--- src/rtl/cber_pkg.sv ---
package cber_pkg;

  // register byte offsets
  localparam logic [11:0] CBER_OFF_ERR  = 12'h000;
  localparam logic [11:0] CBER_OFF_CTRL = 12'h004;
  localparam logic [11:0] CBER_OFF_STAT = 12'h008;

  // bus_error_register: address-bus error bits and hard/fault source field positions
  localparam int CBER_APE    = 0;
  localparam int CBER_ADDRESS_XMIT_CHECK_ERR   = 1;
  localparam int CBER_REQUEST_XMIT_CHECK_ERR   = 2;
  localparam int CBER_ACK_XMIT_CHECK_ERR = 3;
  localparam int CBER_ARB_BUS_XMIT_CHECK_ERR  = 4;
  localparam int CBER_NAE    = 5;
  localparam int CBER_FATAL_NO_ACK_ERR   = 6;
  localparam int CBER_HARD_LSB  = 16;
  localparam int CBER_FAULT_LSB = 24;
  localparam int CBER_SRC_W     = 8;

  // hard source order: uncorr data, sys addr, sys data, tag data par,
  // tag status par, chip csr par, chip addr par, local bus timeout
  localparam logic [7:0] CBER_HARD_DATA_MASK = 8'h05;

  // control register fields
  localparam int CBER_CTRL_NID_LSB = 0;
  localparam int CBER_CTRL_VID_LSB = 4;
  localparam int CBER_CTRL_MEM     = 8;
  localparam logic [31:0] CBER_CTRL_RST = 32'h0000_0000;
  localparam logic [31:0] CBER_CTRL_MASK = 32'h0000_01f7;

  // driven or sampled command/address field group
  typedef struct packed {
    logic [39:3] adr;
    logic        adr_par;
    logic [2:0]  cmd;
    logic        cmd_par;
    logic [3:0]  bank;
  } cber_abus_t;

  // missing acknowledge report from the commander logic
  typedef struct packed {
    logic valid;
    logic csr;
    logic read;
    logic mbox_wr;
  } cber_noack_t;

endpackage : cber_pkg

--- src/rtl/cber_unit.sv ---
// The placing of the registers and the APB slave port were left to the implementer.
`timescale 1ns/1ps
module cber_unit
  import cber_pkg::*;
(
  input  wire logic        clock,
  input  wire logic        rstn,
  input  wire logic        psel,
  input  wire logic        penable,
  input  wire logic        pwrite,
  input  wire logic [11:0] paddr,
  input  wire logic [31:0] pwdata,
  output logic      [31:0] prdata,
  output logic             pready,
  output logic             pslverr,
  input  wire logic        cmd_drive,
  input  wire cber_abus_t  abus_drv,
  input  wire cber_abus_t  abus_rx,
  input  wire logic        abus_valid,
  input  wire logic        req_drive,
  input  wire logic [7:0]  bus_request_lines,
  input  wire logic        ack_drive,
  input  wire logic        bus_command_acknowledge,
  input  wire logic        sup_drive,
  input  wire logic        bus_arbitration_suppress,
  input  wire logic        avl_drive,
  input  wire logic [15:0] bus_bank_available,
  input  wire cber_noack_t noack,
  input  wire logic [7:0]  hard_src,
  input  wire logic [7:0]  fault_src,
  input  wire logic        bus_fault_line_i,
  output logic             bus_fault_line_o,
  output logic             bus_fault_line_oe_n,
  input  wire logic        bus_data_error_line_i,
  output logic             bus_data_error_line_o,
  output logic             bus_data_error_line_oe_n,
  output logic             system_machine_check_irq,
  output logic             cpu_fail_wire,
  output logic             cpu_fail_acknowledge,
  output logic             fill_error
);

  ////////////////////////////////////////////////////////////////////////////
  // helpers

  // true when a group carries even parity; zero padding keeps parity
  function automatic logic cber_even(input logic [63:0] v);
    return ~(^v);
  endfunction : cber_even

  logic [31:0] err_q;
  logic [31:0] err_d;
  logic [31:0] ctrl_q;
  logic [31:0] prdata_q;
  logic        fault_drv_q;
  logic        derr_drv_q;
  logic        fault_seen_q;
  logic        fail_q;
  logic        fill_q;
  logic [2:0]  nid;
  logic [3:0]  vid;
  logic        mem_node;
  logic        adr_mis;
  logic        req_mis;
  logic        ack_mis;
  logic        sup_mis;
  logic        avl_mis;
  logic        par_err;
  logic        nae_set;
  logic        fatal_no_ack_err_set;
  logic        csr_nxm;
  logic [31:0] set_vec;
  logic [31:0] fault_bits;
  logic        new_fault;
  logic        new_derr;
  logic        wr_acc;
  logic        rd_setup;
  logic        hit;

  assign nid      = ctrl_q[CBER_CTRL_NID_LSB +: 3];
  assign vid      = ctrl_q[CBER_CTRL_VID_LSB +: 4];
  assign mem_node = ctrl_q[CBER_CTRL_MEM];

  ////////////////////////////////////////////////////////////////////////////
  // transmit checks

  // whole command/address group compared both ways while we own the bus
  assign adr_mis = cmd_drive && (abus_drv != abus_rx);
  // own request line is single-driven, so compare both levels
  assign req_mis = (bus_request_lines[nid] != req_drive);
  // shared lines: only driven-high, seen-low counts
  assign ack_mis = ack_drive && !bus_command_acknowledge;
  assign sup_mis = sup_drive && !bus_arbitration_suppress;
  // only a memory node owns a bank-available line
  assign avl_mis = mem_node && (bus_bank_available[vid] != avl_drive);

  ////////////////////////////////////////////////////////////////////////////
  // command field parity; a correct sender always gives odd parity

  assign par_err = abus_valid &&
                   (cber_even({37'h0, abus_rx.adr[30:5], abus_rx.adr_par}) ||
                    cber_even({45'h0, abus_rx.adr[39:31], abus_rx.adr[4:3],
                               abus_rx.cmd, abus_rx.bank, abus_rx.cmd_par}));

  ////////////////////////////////////////////////////////////////////////////
  // missing acknowledge classification

  // mailbox writes are legitimately unacknowledged
  assign nae_set  = noack.valid && noack.csr && !noack.mbox_wr;
  assign fatal_no_ack_err_set = noack.valid && !noack.csr;
  // csr read miss is a sizing probe: fill error, never a fault
  assign csr_nxm  = noack.valid && noack.csr && noack.read;

  ////////////////////////////////////////////////////////////////////////////
  // error sets and classification

  always_comb
  begin
    set_vec = '0;
    set_vec[CBER_APE]    = par_err;
    set_vec[CBER_ADDRESS_XMIT_CHECK_ERR]   = adr_mis;
    set_vec[CBER_REQUEST_XMIT_CHECK_ERR]   = req_mis;
    set_vec[CBER_ACK_XMIT_CHECK_ERR] = ack_mis;
    set_vec[CBER_ARB_BUS_XMIT_CHECK_ERR]  = sup_mis || avl_mis;
    set_vec[CBER_NAE]    = nae_set;
    set_vec[CBER_FATAL_NO_ACK_ERR]   = fatal_no_ack_err_set;
    set_vec[CBER_HARD_LSB +: CBER_SRC_W]  = hard_src;
    set_vec[CBER_FAULT_LSB +: CBER_SRC_W] = fault_src;
  end

  // fault-class bits; ack check and csr miss deliberately absent
  always_comb
  begin
    fault_bits = '0;
    fault_bits[CBER_APE]   = 1'b1;
    fault_bits[CBER_ADDRESS_XMIT_CHECK_ERR]  = 1'b1;
    fault_bits[CBER_REQUEST_XMIT_CHECK_ERR]  = 1'b1;
    fault_bits[CBER_ARB_BUS_XMIT_CHECK_ERR] = 1'b1;
    fault_bits[CBER_FATAL_NO_ACK_ERR]  = 1'b1;
    fault_bits[CBER_FAULT_LSB +: CBER_SRC_W] = '1;
  end

  // every new event pulses the line again, so repeats stay visible
  assign new_fault = |(set_vec & fault_bits);
  assign new_derr  = |(hard_src & CBER_HARD_DATA_MASK);

  ////////////////////////////////////////////////////////////////////////////
  // apb slave: zero wait, unmapped reads zero with slave error

  assign hit      = (paddr == CBER_OFF_ERR) || (paddr == CBER_OFF_CTRL) ||
                    (paddr == CBER_OFF_STAT);
  assign wr_acc   = psel && penable && pwrite && hit;
  assign rd_setup = psel && !penable && !pwrite;
  assign pready   = 1'b1;
  assign pslverr  = psel && penable && !hit;
  assign prdata   = prdata_q;

  // write-one-to-clear; a set in the same cycle wins over the clear
  always_comb
  begin
    err_d = err_q;
    if (wr_acc && (paddr == CBER_OFF_ERR))
    begin
      err_d = err_q & ~pwdata;
    end
    err_d = err_d | set_vec;
  end

  always_ff @(posedge clock or negedge rstn)
  begin
    if (!rstn)
    begin
      err_q <= '0;
    end
    else
    begin
      err_q <= err_d;
    end
  end

  // control register: node id, virtual id, memory node enable
  always_ff @(posedge clock or negedge rstn)
  begin
    if (!rstn)
    begin
      ctrl_q <= CBER_CTRL_RST;
    end
    else if (wr_acc && (paddr == CBER_OFF_CTRL))
    begin
      ctrl_q <= pwdata & CBER_CTRL_MASK;
    end
  end

  // read data captured in setup so it is a flop in the access phase
  always_ff @(posedge clock or negedge rstn)
  begin
    if (!rstn)
    begin
      prdata_q <= '0;
    end
    else if (rd_setup)
    begin
      case (paddr)
        CBER_OFF_ERR:  prdata_q <= err_q;
        CBER_OFF_CTRL: prdata_q <= ctrl_q;
        CBER_OFF_STAT: prdata_q <= {28'h0, fail_q, system_machine_check_irq,
                                    bus_data_error_line_i, bus_fault_line_i};
        default:       prdata_q <= '0;
      endcase
    end
  end

  ////////////////////////////////////////////////////////////////////////////
  // bus line drivers; enable low while driving

  always_ff @(posedge clock or negedge rstn)
  begin
    if (!rstn)
    begin
      fault_drv_q <= 1'b0;
      derr_drv_q  <= 1'b0;
    end
    else
    begin
      fault_drv_q <= new_fault;
      derr_drv_q  <= new_derr;
    end
  end

  assign bus_fault_line_o         = fault_drv_q;
  assign bus_fault_line_oe_n      = ~fault_drv_q;
  assign bus_data_error_line_o    = derr_drv_q;
  assign bus_data_error_line_oe_n = ~derr_drv_q;

  ////////////////////////////////////////////////////////////////////////////
  // processor reporting

  // interrupt stays up until software clears every hard bit and the NAE bit
  assign system_machine_check_irq =
    |err_q[CBER_HARD_LSB +: CBER_SRC_W] || err_q[CBER_NAE];

  // fail without acknowledge is the unmaskable machine check that
  // resets the processor interface but leaves it able to log
  always_ff @(posedge clock or negedge rstn)
  begin
    if (!rstn)
    begin
      fault_seen_q <= 1'b0;
      fail_q       <= 1'b0;
      fill_q       <= 1'b0;
    end
    else
    begin
      fault_seen_q <= bus_fault_line_i;
      fail_q       <= bus_fault_line_i && !fault_seen_q;
      fill_q       <= csr_nxm;
    end
  end

  assign cpu_fail_wire        = fail_q;
  assign cpu_fail_acknowledge = 1'b0;
  assign fill_error           = fill_q;
endmodule : cber_unit

--- config.mk ---
export PLATFORM = sky130hd
export DESIGN_NAME = cber_unit
export DESIGN_NICKNAME = d
export VERILOG_FILES = /design/src/rtl/cber_pkg.sv /design/src/rtl/cber_unit.sv
export SDC_FILE = /design/constraint.sdc
export NUM_CORES = 1
export LEC_CHECK = 0
export BUFFER_PORTS_ARGS = -buffer_cell sky130_fd_sc_hd__buf_2
export CAP_MARGIN = 10
export CORE_ASPECT_RATIO = 0.8
export CORE_MARGIN = 3
export CORE_UTILIZATION = 40
export DETAILED_ROUTE_END_ITERATION = 6
export GPL_ROUTABILITY_DRIVEN = 0
export PLACE_DENSITY_LB_ADDON = 0.05
export SLEW_MARGIN = 10
export SYNTH_ARGS = -nofsm -noshare
export SYNTH_HDL_FRONTEND = slang
export SYNTH_SLANG_ARGS = --single-unit
--- constraint.sdc ---
create_clock -name clock -period 2.1 [get_ports clock]
set_input_delay 0.21 -clock clock [delete_from_list [all_inputs] [get_ports clock]]
set_output_delay 0.21 -clock clock [all_outputs]
set_load 0.005 [all_outputs]
Yosys cells after proc, flatten, opt, wreduce, memory -nomap -nowiden --
Cells that the tools add are included.
Word-level totals: register bits after elaboration 77, bits of input ports 195, output and inout bits 42, logic and storage cells 65
Operators by class: $lt $le $gt $ge 2, equality and inequality tests 5, muxes and demuxes 6, bitwise gates (word level) 7, reductions and logical operators 37
Operators with widths (count):
- parity 64 bit | 2
- one-hot mux 32 bit (3 select lines) | 1
- inequality test 46 bit | 1
- bitwise AND 32 bit | 1
- 2-to-1 mux 32 bit | 1
- NOT 32 bit | 1
- OR 32 bit | 1
- logical AND 1 bit | 18
- OR reduction 13 bit | 1
- == test 12 x 3 -> 1 bit (second input constant) | 1
- == test 12 x 4 -> 1 bit (second input constant) | 1
- zero test 12 bit | 1
- zero test 1 bit | 8
- OR reduction 8 bit | 1
- logical OR 1 bit | 5
- less-than comparator 4 x 5 -> 1 bit (second input constant) | 1
- binary-select mux 1 bit (select 4 bit) | 1
- less-than comparator 3 x 4 -> 1 bit (second input constant) | 1
- NOT 1 bit | 4
- binary-select mux 1 bit (select 3 bit) | 1
- 2-to-1 mux 1 bit | 2
- inequality test 1 bit | 2
- OR reduction 2 bit | 1

Longest topological paths before layout --
Gate-level depths: netlist (run 1).
depth after elaboration 7, mapped depth 7, depth with buffers taken out 6

Least setup slack after synthesis (run 1) --
OpenSTA, ideal clock, no wires.
path kind register to register, start reg ctrl_q[4], end reg fault_drv_q (netlist: bus_fault_line_o), setup time 137 ps, data arrival time 1803 ps, data required time 1963 ps, slack 161 ps, stages on the path, launching flop included 7, path buffers 1, period minus slack after synthesis 1939 ps, cells stage by stage dfrtp_1 -> buf_6 -> mux4_1 -> mux4_2 -> xor2_1 -> a21oi_2 -> nand4_1
On the way: cells in the longest elaborated chain, start to end 6
RTL lines:
- start: declaration | RTL line cber_unit.sv:53 | logic [31:0] ctrl_q;
- start signal: assignment | RTL line cber_unit.sv:190 | ctrl_q <= pwdata & CBER_CTRL_MASK;
- binary-select mux 1 bit (select 4 bit) | RTL line cber_unit.sv:95 | assign avl_mis = mem_node && (bus_bank_available[vid] != avl_drive);
- 2-to-1 mux 1 bit (implied by the code) | RTL line cber_unit.sv:95
- inequality test 1 bit | RTL line cber_unit.sv:95
- logical AND 1 bit | RTL line cber_unit.sv:95
- logical OR 1 bit | RTL line cber_unit.sv:124 | set_vec[CBER_ARB_BUS_XMIT_CHECK_ERR] = sup_mis || avl_mis;
- OR reduction 13 bit | RTL line cber_unit.sv:144 | assign new_fault = |(set_vec & fault_bits);
- via new_fault | RTL line cber_unit.sv:74 | logic new_fault;
- end signal: assignment | RTL line cber_unit.sv:225 | fault_drv_q <= new_fault;
- end: declaration | RTL line cber_unit.sv:55 | logic fault_drv_q;
The timed path passes the listed nets, and every way through them passes these cells. The select of a mux whose other input is x is not followed. A chain may end at the register's enable or synchronous reset.

Worst setup path in the final report (run 1) --
Ends and elaborated chain as after synthesis.

==> results of run 1 <==
[synthesized netlist by cell type]
master	count	area share [%]
nor2_1	20	1.8
a221oi_1	7	1.5
nand3_1	26	3.1
and2_1	1	0.15
xnor2_1	53	11
a21boi_0	9	1.6
inv_1	4	0.36
mux2i_1	5	1.2
nand2b_1	1	0.15
o31ai_1	1	0.18
buf_2	2	0.24
xnor3_1	3	1.6
conb_1	2	0.18
and3_1	1	0.15
nor3_1	4	0.47
or2_2	2	0.30
nand4_1	8	1.2
nor4_1	12	1.8
nor3b_2	1	0.30
nand4b_1	1	0.21
o211ai_1	1	0.18
nor2b_1	3	0.44
a31oi_1	1	0.15
buf_4	3	0.53
buf_6	1	0.27
clkbuf_1	12	1.1
mux4_1	4	2.5
dfrtp_1	77	46
o21ai_0	4	0.47
mux2_2	10	2.7
a21oi_2	1	0.21
nand2_1	86	7.6
a21o_1	16	2.8
xor2_1	33	6.8
mux4_2	2	1.1
and4_1	1	0.21
[worst max-delay path, stage by stage (launching register included)]
cell	delay, ns
dfrtp_2	0.44
mux4_2	0.52
mux4_2	0.47
xor2_1	0.16
a21oi_2	0.18
nand4_1	0.11
[worst paths after layout]
path                                         from                          to  cells past startpoint
max                         ctrl_q[4]$_DFFE_PN0P_  bus_fault_line_o$_DFF_PN0_                      5
min                                   hard_src[1]         err_q[17]$_DFF_PN0_                      2
max reg2reg                 ctrl_q[4]$_DFFE_PN0P_  bus_fault_line_o$_DFF_PN0_                      5
min reg2reg                fault_seen_q$_DFF_PN0_     cpu_fail_wire$_DFF_PN0_                      1
max in group asynchronous                    rstn       ctrl_q[4]$_DFFE_PN0P_                      3
min in group asynchronous                    rstn      prdata[24]$_DFFE_PN0P_                      2
[area by class of cell]
class / count / area share, %
Clock buffer: 13 / 4.42
Clock inverter: 3 / 0.743
Inverter: 4 / 0.255
Multi-Input combinational cell: 319 / 37.1
Sequential cell: 77 / 32.7
Tap cell: 136 / 2.89
Timing Repair Buffer: 247 / 21.9
[kinds of logic after synthesis]
kind of cell	synth area share, %
AO/OA/AOI/OAI	7.08
XOR/XNOR	19.4
buffers and inverters	2.46
flip-flops	45.6
multiplexers	7.41
other	0.178
AND/OR/NAND/NOR	17.8
[state kept, by name, indices dropped and copies added (netlist names)]
register and cells:
fault_seen_q 1, ctrl_q 8, bus_fault_line_o 1, prdata 32
err_q 32, fill_error 1, bus_data_error_line_o 1, cpu_fail_wire 1
[through the flow]
| stage | util [%] | hold WS, ns | std cells | cell area [um2] |
|---|---|---|---|---|
| floorplan | - | -0.0856 | 418 | 4220 |
| global placement | 56.0 | 0.189 | 781 | 5580 |
| detailed placement | 56.0 | 0.193 | 781 | 5580 |
| CTS | 59.2 | 0.0461 | 799 | 5910 |
| global route | 59.1 | 0.0460 | 799 | 5890 |
| finish | 59.1 | 0.0575 | 799 | 5890 |
[where the power goes]
group	leakage, nW	total [W]	internal (W)	switching [W]
sequential	0.925	0.00153	0.00151	0.0000159
clock	0.150	0.00155	0.000986	0.000568
combinational	1.86	0.000716	0.000397	0.000319
[per-layer routing]
metal / wire length, um / vias to the layer above / track usage, % / share of wire, %
met5: 0 / - / 0 / 0
met4: 147 / 0 / 4.70 / 1.1
met3: 891 / 15 / 5.44 / 6.9
met2: 5970 / 135 / 35.4 / 46
met1: 5870 / 1806 / 29.4 / 46
li1: - / 1894 / - / -
[timing repair]
action,CTS,global route
gates resized for setup,1,4
setup endpoints to repair,1,1
hold buffers,2,0
buffers inserted,0,0
cloned,0,0
pin swaps,0,2
hold endpoints to repair,33,0
==> run metrics, run 1 <==
Post-Synthesis Cells=roughly 420; first-pass GRT wire length=20,000 um; CTS H-Tree Depth=3; Core Rows=32; mapped cell area=~0.0042 mm2; most common cell after layout, fill and taps aside=buf_2; Post-Syn Nets=around 600; Setup TNS Final=0 ns; fmax=about 500 MHz; overall die area=roughly 0.012 mm2; final wirelength=roughly 13,000 um; CTS Buf Count=9; die height=approximately 98 um; Synth warnings=0; min cycle time layout=around 2.0 ns; hpwl dp=approximately 10,000 um; register area share after synthesis=a little under half; Crit Path Max Fanout=5; Routed WL per cell=approximately 16 um; max-cap check violation count=0; pin count of the biggest net entering global routing=46; Worst Setup Path Type=register to register; Routed Antenna Nets=0; Nets=between 800 and 900; final period utilization=a little over nine tenths; # port buffers=about 230; Placeable Area=about 0.010 mm2; Final WS setup=about 0.092 ns; Cell Pwr Density=645 mW/mm2; Design Power=0.00380 W; Via density=approximately 4.8; final hold vios=0; First-pass DRT Iterations=4; Synth Register Bits=a little under 80; maximum vdd drop=~570 uV; share of layout cells above drive strength 1=a little over two fifths; vias in the first global route=4,020; CTS tree=yes; Starting Density=42.4%; worst slew margin relative to its limit=approximately two thirds; drt drc=0; Setup Viol. Count Final=0; area grow syn2layout=39.5%; ant diodes=0; RSZ-0062 raised after global routing=true; CP startpoint kind=register; CTS root buf=clkbuf_16; Synth cell types=36; commonest cells after routing, fill and taps aside=233 x buf_2, 86 x nand2_1, 76 x dfrtp_1, 53 x xnor2_1, 33 x xor2_1; status=finished clean; Worst Skew=between 0.008 and 0.009 ns; R2R setup slack=0.09 ns; I/O pins=approximately 240; clk sinks=between 70 and 80; Die Wd=between 100 and 150 um; leak pwr=between 2 and 3 nW; global route total overflow=0; WP data arrival=between 2 and 2.5 ns; Slew @ Worst Pin=just over 0.5 ns; Clock Latency Late Sink=0.33 ns; multi-input logic area=between 0.002 and 0.0025 mm2; pre-CTS setup slack=-0.00294 ns; clock buffer depth=2; FF+latch area=0.00193 mm2; fill count=slightly above 900; initial antenna violation count=0; Reg clk slew, reported paths=0.06 ns; Worst Path Required=~2.3 ns; Via Count=3,850; Syn Area/Cell=~10 um2; endpoint class of the critical path=register; min-delay worst type=input pin to register; 1st-iter DRT viols=~170; GRT Total Usage=21.7%; Slew Viols, Final=0
No activity file was read; power rests on OpenSTA's default activity.
==> run 2, diff against run 1 <==
--- a/config.mk
+++ b/config.mk
@@ -13,6 +13,7 @@
 export DETAILED_ROUTE_END_ITERATION = 6
 export GPL_ROUTABILITY_DRIVEN = 0
 export PLACE_DENSITY_LB_ADDON = 0.05
+export SETUP_SLACK_MARGIN = 0.3
 export SLEW_MARGIN = 10
 export SYNTH_ARGS = -nofsm -noshare
 export SYNTH_HDL_FRONTEND = slang
==> run metrics, run 2 (synthesis gave the netlist of run 1 again) <==
die height=97.9 um (unchanged); share of layout cells above drive strength 1=43.5% (+0.99 points); CP most frequent cell=mux4_2; Via density=4.80 (-0.31%); Clock Latency Late Sink=0.33 ns (about the same); leak pwr=2.95 nW (+0.67%); first-pass GRT wire length=19,900 um (-0.86%); maximum vdd drop=359 uV (-37%); commonest cells after routing, fill and taps aside=233 x buf_2, 86 x nand2_1, 76 x dfrtp_1, 53 x xnor2_1, 33 x xor2_1; Core Rows=32 (unchanged); Die Wd=121 um (unchanged); Worst Path Required=2.29 ns (about the same); global route total overflow=0 (unchanged); hpwl dp=10,400 um (-0.16%); min-delay worst type=input pin to register; pin count of the biggest net entering global routing=48 (+4.3%); R2R depth=5 (unchanged); Design Power=0.00389 W (+2.4%); Routed Antenna Nets=0 (unchanged); Slew Viols, Final=0 (unchanged); Levels on crit path=5 (unchanged); First-pass DRT Iterations=4 (unchanged); WP data arrival=2.27 ns (+0.07 ns); Setup Viol. Count Final=0 (unchanged); 1st-iter DRT viols=193 (+15%); Worst Setup Path Type=register to register; Starting Density=42.4% (unchanged); Reg clk slew, reported paths=0.06 ns (about the same); slowest stage delay, CP=0.52 ns (about the same); final wirelength=12,600 um (-2.2%); CP startpoint kind=register; final hold vios=0 (unchanged); vias in the first global route=4,083 (+1.6%); status=finished clean; Routed WL per cell=15.7 um (-2.4%); clock buffer depth=2 (unchanged); Slew @ Worst Pin=0.617 ns (+0.108 ns); drt drc=0 (unchanged); reg2reg start=ctrl_q[4]$_DFFE_PN0P_; reg-to-reg endpoint=bus_fault_line_o$_DFF_PN0_; most common cell after layout, fill and taps aside=buf_2; area grow syn2layout=40.7%; Nets=855 (+0.23%); ant diodes=0 (unchanged); crit path cell chain=mux4_2 -> mux4_2 -> xor2_1 -> a21oi_2 -> nand4_1; GRT Total Usage=21.5% (-0.22 points); initial antenna violation count=0 (unchanged); max-cap check violation count=0 (unchanged); Setup Fix Bufs, Post-CTS=0 (unchanged); clk sinks=77 (unchanged); CTS tree=yes; Worst Skew=0.00434 ns (-0.00373 ns); Post-Layout Cell Count=800 (+0.13%); Crit Path Max Fanout=5 (unchanged); Via Count=3,843 (-0.18%); CTS root buf=clkbuf_16; Bufs and invs on worst path=0 (unchanged); min cycle time layout=2.08 ns (+0.0700 ns); # port buffers=234 (unchanged); endpoint class of the critical path=register; Placeable Area=0.00997 mm2 (unchanged); CP Capture Point=bus_fault_line_o$_DFF_PN0_; CP top delay family=multiplexers; hold_ws=0.0293 ns (-0.0281 ns); worst setup path startpoint=ctrl_q[4]$_DFFE_PN0P_; Max stage delay cell, worst path=mux4_2; final period utilization=99.0% (+3.3 points); fmax=481 MHz (-3.4%); I/O pins=237 (unchanged); RSZ-0062 raised after global routing=true; R2R setup slack=0.02 ns (-0.07 ns); CTS H-Tree Depth=3 (unchanged); CTS Buf Count=9 (unchanged); placed cells=784 (+0.38%); overall die area=0.0118 mm2 (unchanged); worst slew margin relative to its limit=58.9% (-6.9 points); fill count=911 (+0.55%); Cell Pwr Density=654 mW/mm2 (+1.5%)
[run 2: cell count changes in the layout (fill, tap and decap cells not counted), sizes merged]
cell	delta
dlygate4sd3	-1
bufinv	+1
clkbuf	-3
buf	+3
clkinvlp	+1
[run 2: per-stage QoR]
step | cell area (um2) | util [%] | TNS, ns | setup slack (ns)
2_1_floorplan | 4230 | - | 0 | 0.197
3_3_place_gp | 5600 | 56.1 | 0 | 0.0215
3_5_place_dp | 5600 | 56.1 | -0.0984 | -0.0736
4_1_cts | 5930 | 59.5 | -0.0127 | -0.0127
5_1_grt | 5940 | 59.6 | -0.103 | -0.0685
6_report | 5940 | 59.6 | 0 | 0.0219
[run 2: layer usage]
metal	part of all wire (%)	vias up	GRT usage, %
met1	42	1786	27.3
met5	0	-	0
li1	-	1906	-
met4	1.3	0	5.49
met3	6.7	16	5.50
met2	50	135	36.7
[run 2: worst min path at each step]
stage | start | end | cells after the start
floorplan | rstn | bus_data_error_line_o$_DFF_PN0_ | 0
global placement | rstn | err_q[7]$_DFFE_PN0P_ | 1
detailed placement | rstn | prdata[7]$_DFFE_PN0P_ | 1
CTS | bus_fault_line_i | fault_seen_q$_DFF_PN0_ | 1
global route | bus_fault_line_i | fault_seen_q$_DFF_PN0_ | 1
finish | bus_fault_line_i | fault_seen_q$_DFF_PN0_ | 1
[run 2: area by class of cell]
cell class	count	area (um2)	share of cell area (%)
tap	136	170	2.86
multi-input combinational	319	2220	37.3
timing repair buffer	249	1290	21.7
sequential	77	1930	32.4
clock buffer	10	239	4.02
clock inverter	5	85.1	1.43
inverter	4	15.0	0.253
[run 2: worst register-to-register path: stages, from the launching register on]
cell     delay (ns)
dfrtp_2        0.44
mux4_2         0.52
mux4_2         0.49
xor2_1         0.19
a21oi_2        0.22
nand4_1        0.10
[run 2: what timing repair did]
action,CTS,global route
pin swaps,0,1
hold buffers,1,0
endpoints found under the hold margin,45,0
endpoints found under the setup margin,2,3
resized for setup,1,2
[run 2: power breakdown]
part / internal [W] / switching (W) / leakage (nW) / total, W
registers: 0.00151 / 0.0000135 / 0.925 / 0.00153
logic: 0.000398 / 0.000311 / 1.87 / 0.000709
clock network: 0.00107 / 0.000583 / 0.155 / 0.00165
==> run 3, diff against run 2 <==
--- a/config.mk
+++ b/config.mk
@@ -12,6 +12,7 @@
 export CORE_UTILIZATION = 40
 export DETAILED_ROUTE_END_ITERATION = 6
 export GPL_ROUTABILITY_DRIVEN = 0
+export MAX_ROUTING_LAYER = met4
 export PLACE_DENSITY_LB_ADDON = 0.05
 export SETUP_SLACK_MARGIN = 0.3
 export SLEW_MARGIN = 10
==> run metrics, run 3 (synthesis gave the netlist of run 1 again) <==
slowest stage delay, CP=0.52 ns (about the same); max-cap check violation count=0 (unchanged); Routed Antenna Nets=0 (unchanged); first-pass GRT wire length=19,800 um (-0.11%); Nets=855 (unchanged); Worst Skew=0.00348 ns (-0.000855 ns); min cycle time layout=2.08 ns (-0.00214 ns); CTS Buf Count=9 (unchanged); Setup Fix Bufs, Post-CTS=0 (unchanged); Placeable Area=0.00997 mm2 (unchanged); wl on met1=5320 um (+0.55%); drt drc=0 (unchanged); global route total overflow=0 (unchanged); final wirelength=12,600 um (about the same); # port buffers=234 (unchanged); Slew Viols, Final=0 (unchanged); WP data arrival=2.27 ns (about the same); Routed WL per cell=15.8 um (about the same); endpoint class of the critical path=register; final hold vios=0 (unchanged); met3 wire length=817 um (-3.1%); RSZ-0062 raised after global routing=true; most common cell after layout, fill and taps aside=buf_2; Cell Pwr Density=654 mW/mm2 (about the same); overall die area=0.0118 mm2 (unchanged); status=finished clean; maximum vdd drop=360 uV (+0.20%); Worst Setup Path Type=register to register; initial antenna violation count=0 (unchanged); Worst Path Required=2.29 ns (about the same); dpl cell area=0.00560 mm2 (unchanged); CTS root buf=clkbuf_16; ant diodes=0 (unchanged); Core Rows=32 (unchanged); vias in the first global route=4,090 (+0.17%); area grow syn2layout=40.7% (unchanged); Routed met2 length=6300 um (unchanged); CTS tree=yes; placed cells=784 (unchanged); Max stage delay cell, worst path=mux4_2; Setup TNS Final=0 ns (unchanged); Post-Layout Cell Count=800 (unchanged); Via Count=3,845 (+0.052%); Clock Latency Late Sink=0.33 ns (about the same); pre-CTS setup slack=-0.0736 ns (unchanged); die height=97.9 um (unchanged); final period utilization=98.9% (-0.10 points); final core occ=59.6% (unchanged); commonest cells after routing, fill and taps aside=233 x buf_2, 86 x nand2_1, 76 x dfrtp_1, 53 x xnor2_1, 33 x xor2_1; Via density=4.81 (about the same); Final WS setup=0.0241 ns (+0.00214 ns); share of layout cells above drive strength 1=43.5% (unchanged); clk sinks=77 (unchanged); CTS H-Tree Depth=3 (unchanged); I/O pins=237 (unchanged); crit path cell chain=mux4_2 -> mux4_2 -> xor2_1 -> a21oi_2 -> nand4_1; Reg clk slew, reported paths=0.06 ns (about the same); Starting Density=42.4% (unchanged); Setup Viol. Count Final=0 (unchanged); CP startpoint kind=register; CP most frequent cell=mux4_2; leak pwr=2.95 nW (unchanged); pin count of the biggest net entering global routing=48 (unchanged); Crit Path Max Fanout=5 (unchanged); Die Wd=121 um (unchanged); 1st-iter DRT viols=202 (+4.7%); min-delay worst type=input pin to register; First-pass DRT Iterations=4 (unchanged); Final Cell Area=0.00594 mm2 (unchanged); fmax=482 MHz (+0.10%); Slew @ Worst Pin=0.623 ns (+0.00662 ns); worst slew margin relative to its limit=58.5% (-0.44 points); Highest Signal Layer=met4; hpwl dp=10,400 um (unchanged); GRT Total Usage=22.2% (+0.69 points); clock buffer depth=2 (unchanged)
## run 3: cell counts in the layout (fill, tap and decap cells not counted)
No cell type changed its count.
## run 3: through the flow
step,total power [W],hold slack (ns)
after CTS,0.00394,0.0193
after floorplan,0.00192,-0.0856
after global placement,0.00225,0.267
after detailed placement,0.00227,0.271
final,0.00389,0.0290
after global routing,0.00407,0.0153
## run 3: final cells by class
class | instances | area, um2
Timing Repair Buffer | 249 | 1290
Tap cell | 136 | 170
Sequential cell | 77 | 1930
Multi-Input combinational cell | 319 | 2220
Clock buffer | 10 | 239
Clock inverter | 5 | 85.1
Fill cell | 911 | 4030
Inverter | 4 | 15.0
## run 3: final timing paths
path	start	endpoint	slack, ns	cells after the start
setup / recovery	ctrl_q[4]$_DFFE_PN0P_	bus_fault_line_o$_DFF_PN0_	0.02	5
hold / removal	bus_fault_line_i	fault_seen_q$_DFF_PN0_	0.03	1
setup reg to reg	ctrl_q[4]$_DFFE_PN0P_	bus_fault_line_o$_DFF_PN0_	0.02	5
hold reg to reg	fault_seen_q$_DFF_PN0_	cpu_fail_wire$_DFF_PN0_	0.38	1
max in group asynchronous	rstn	fault_seen_q$_DFF_PN0_	0.92	3
min in group asynchronous	rstn	prdata[7]$_DFFE_PN0P_	0.44	2
## run 3: worst max-delay path, delay by kind of cell, from the launching register on
family          cells  cell delay, ns
simple gates        1            0.10
flops               1            0.44
xor+xnor            1            0.19
mux                 2            1.01
compound gates      1            0.21
## run 3: repair_timing
action	CTS	global route
cloned	0	0
pin swaps	0	1
hold buffers	1	0
resized for setup	1	2
endpoints found under the hold margin	45	0
endpoints found under the setup margin	2	3
## run 3: metal layers
| metal | track usage (%) | vias to the layer above |
|---|---|---|
| met5 | - | - |
| met4 | 5.49 | 0 |
| met2 | 36.6 | 135 |
| li1 | - | 1906 |
| met3 | 5.10 | 16 |
| met1 | 27.7 | 1788 |
## run 3: power breakdown
part,internal [W],switching [W]
clock,0.00107,0.000581
sequential,0.00151,0.0000135
combinational,0.000398,0.000311
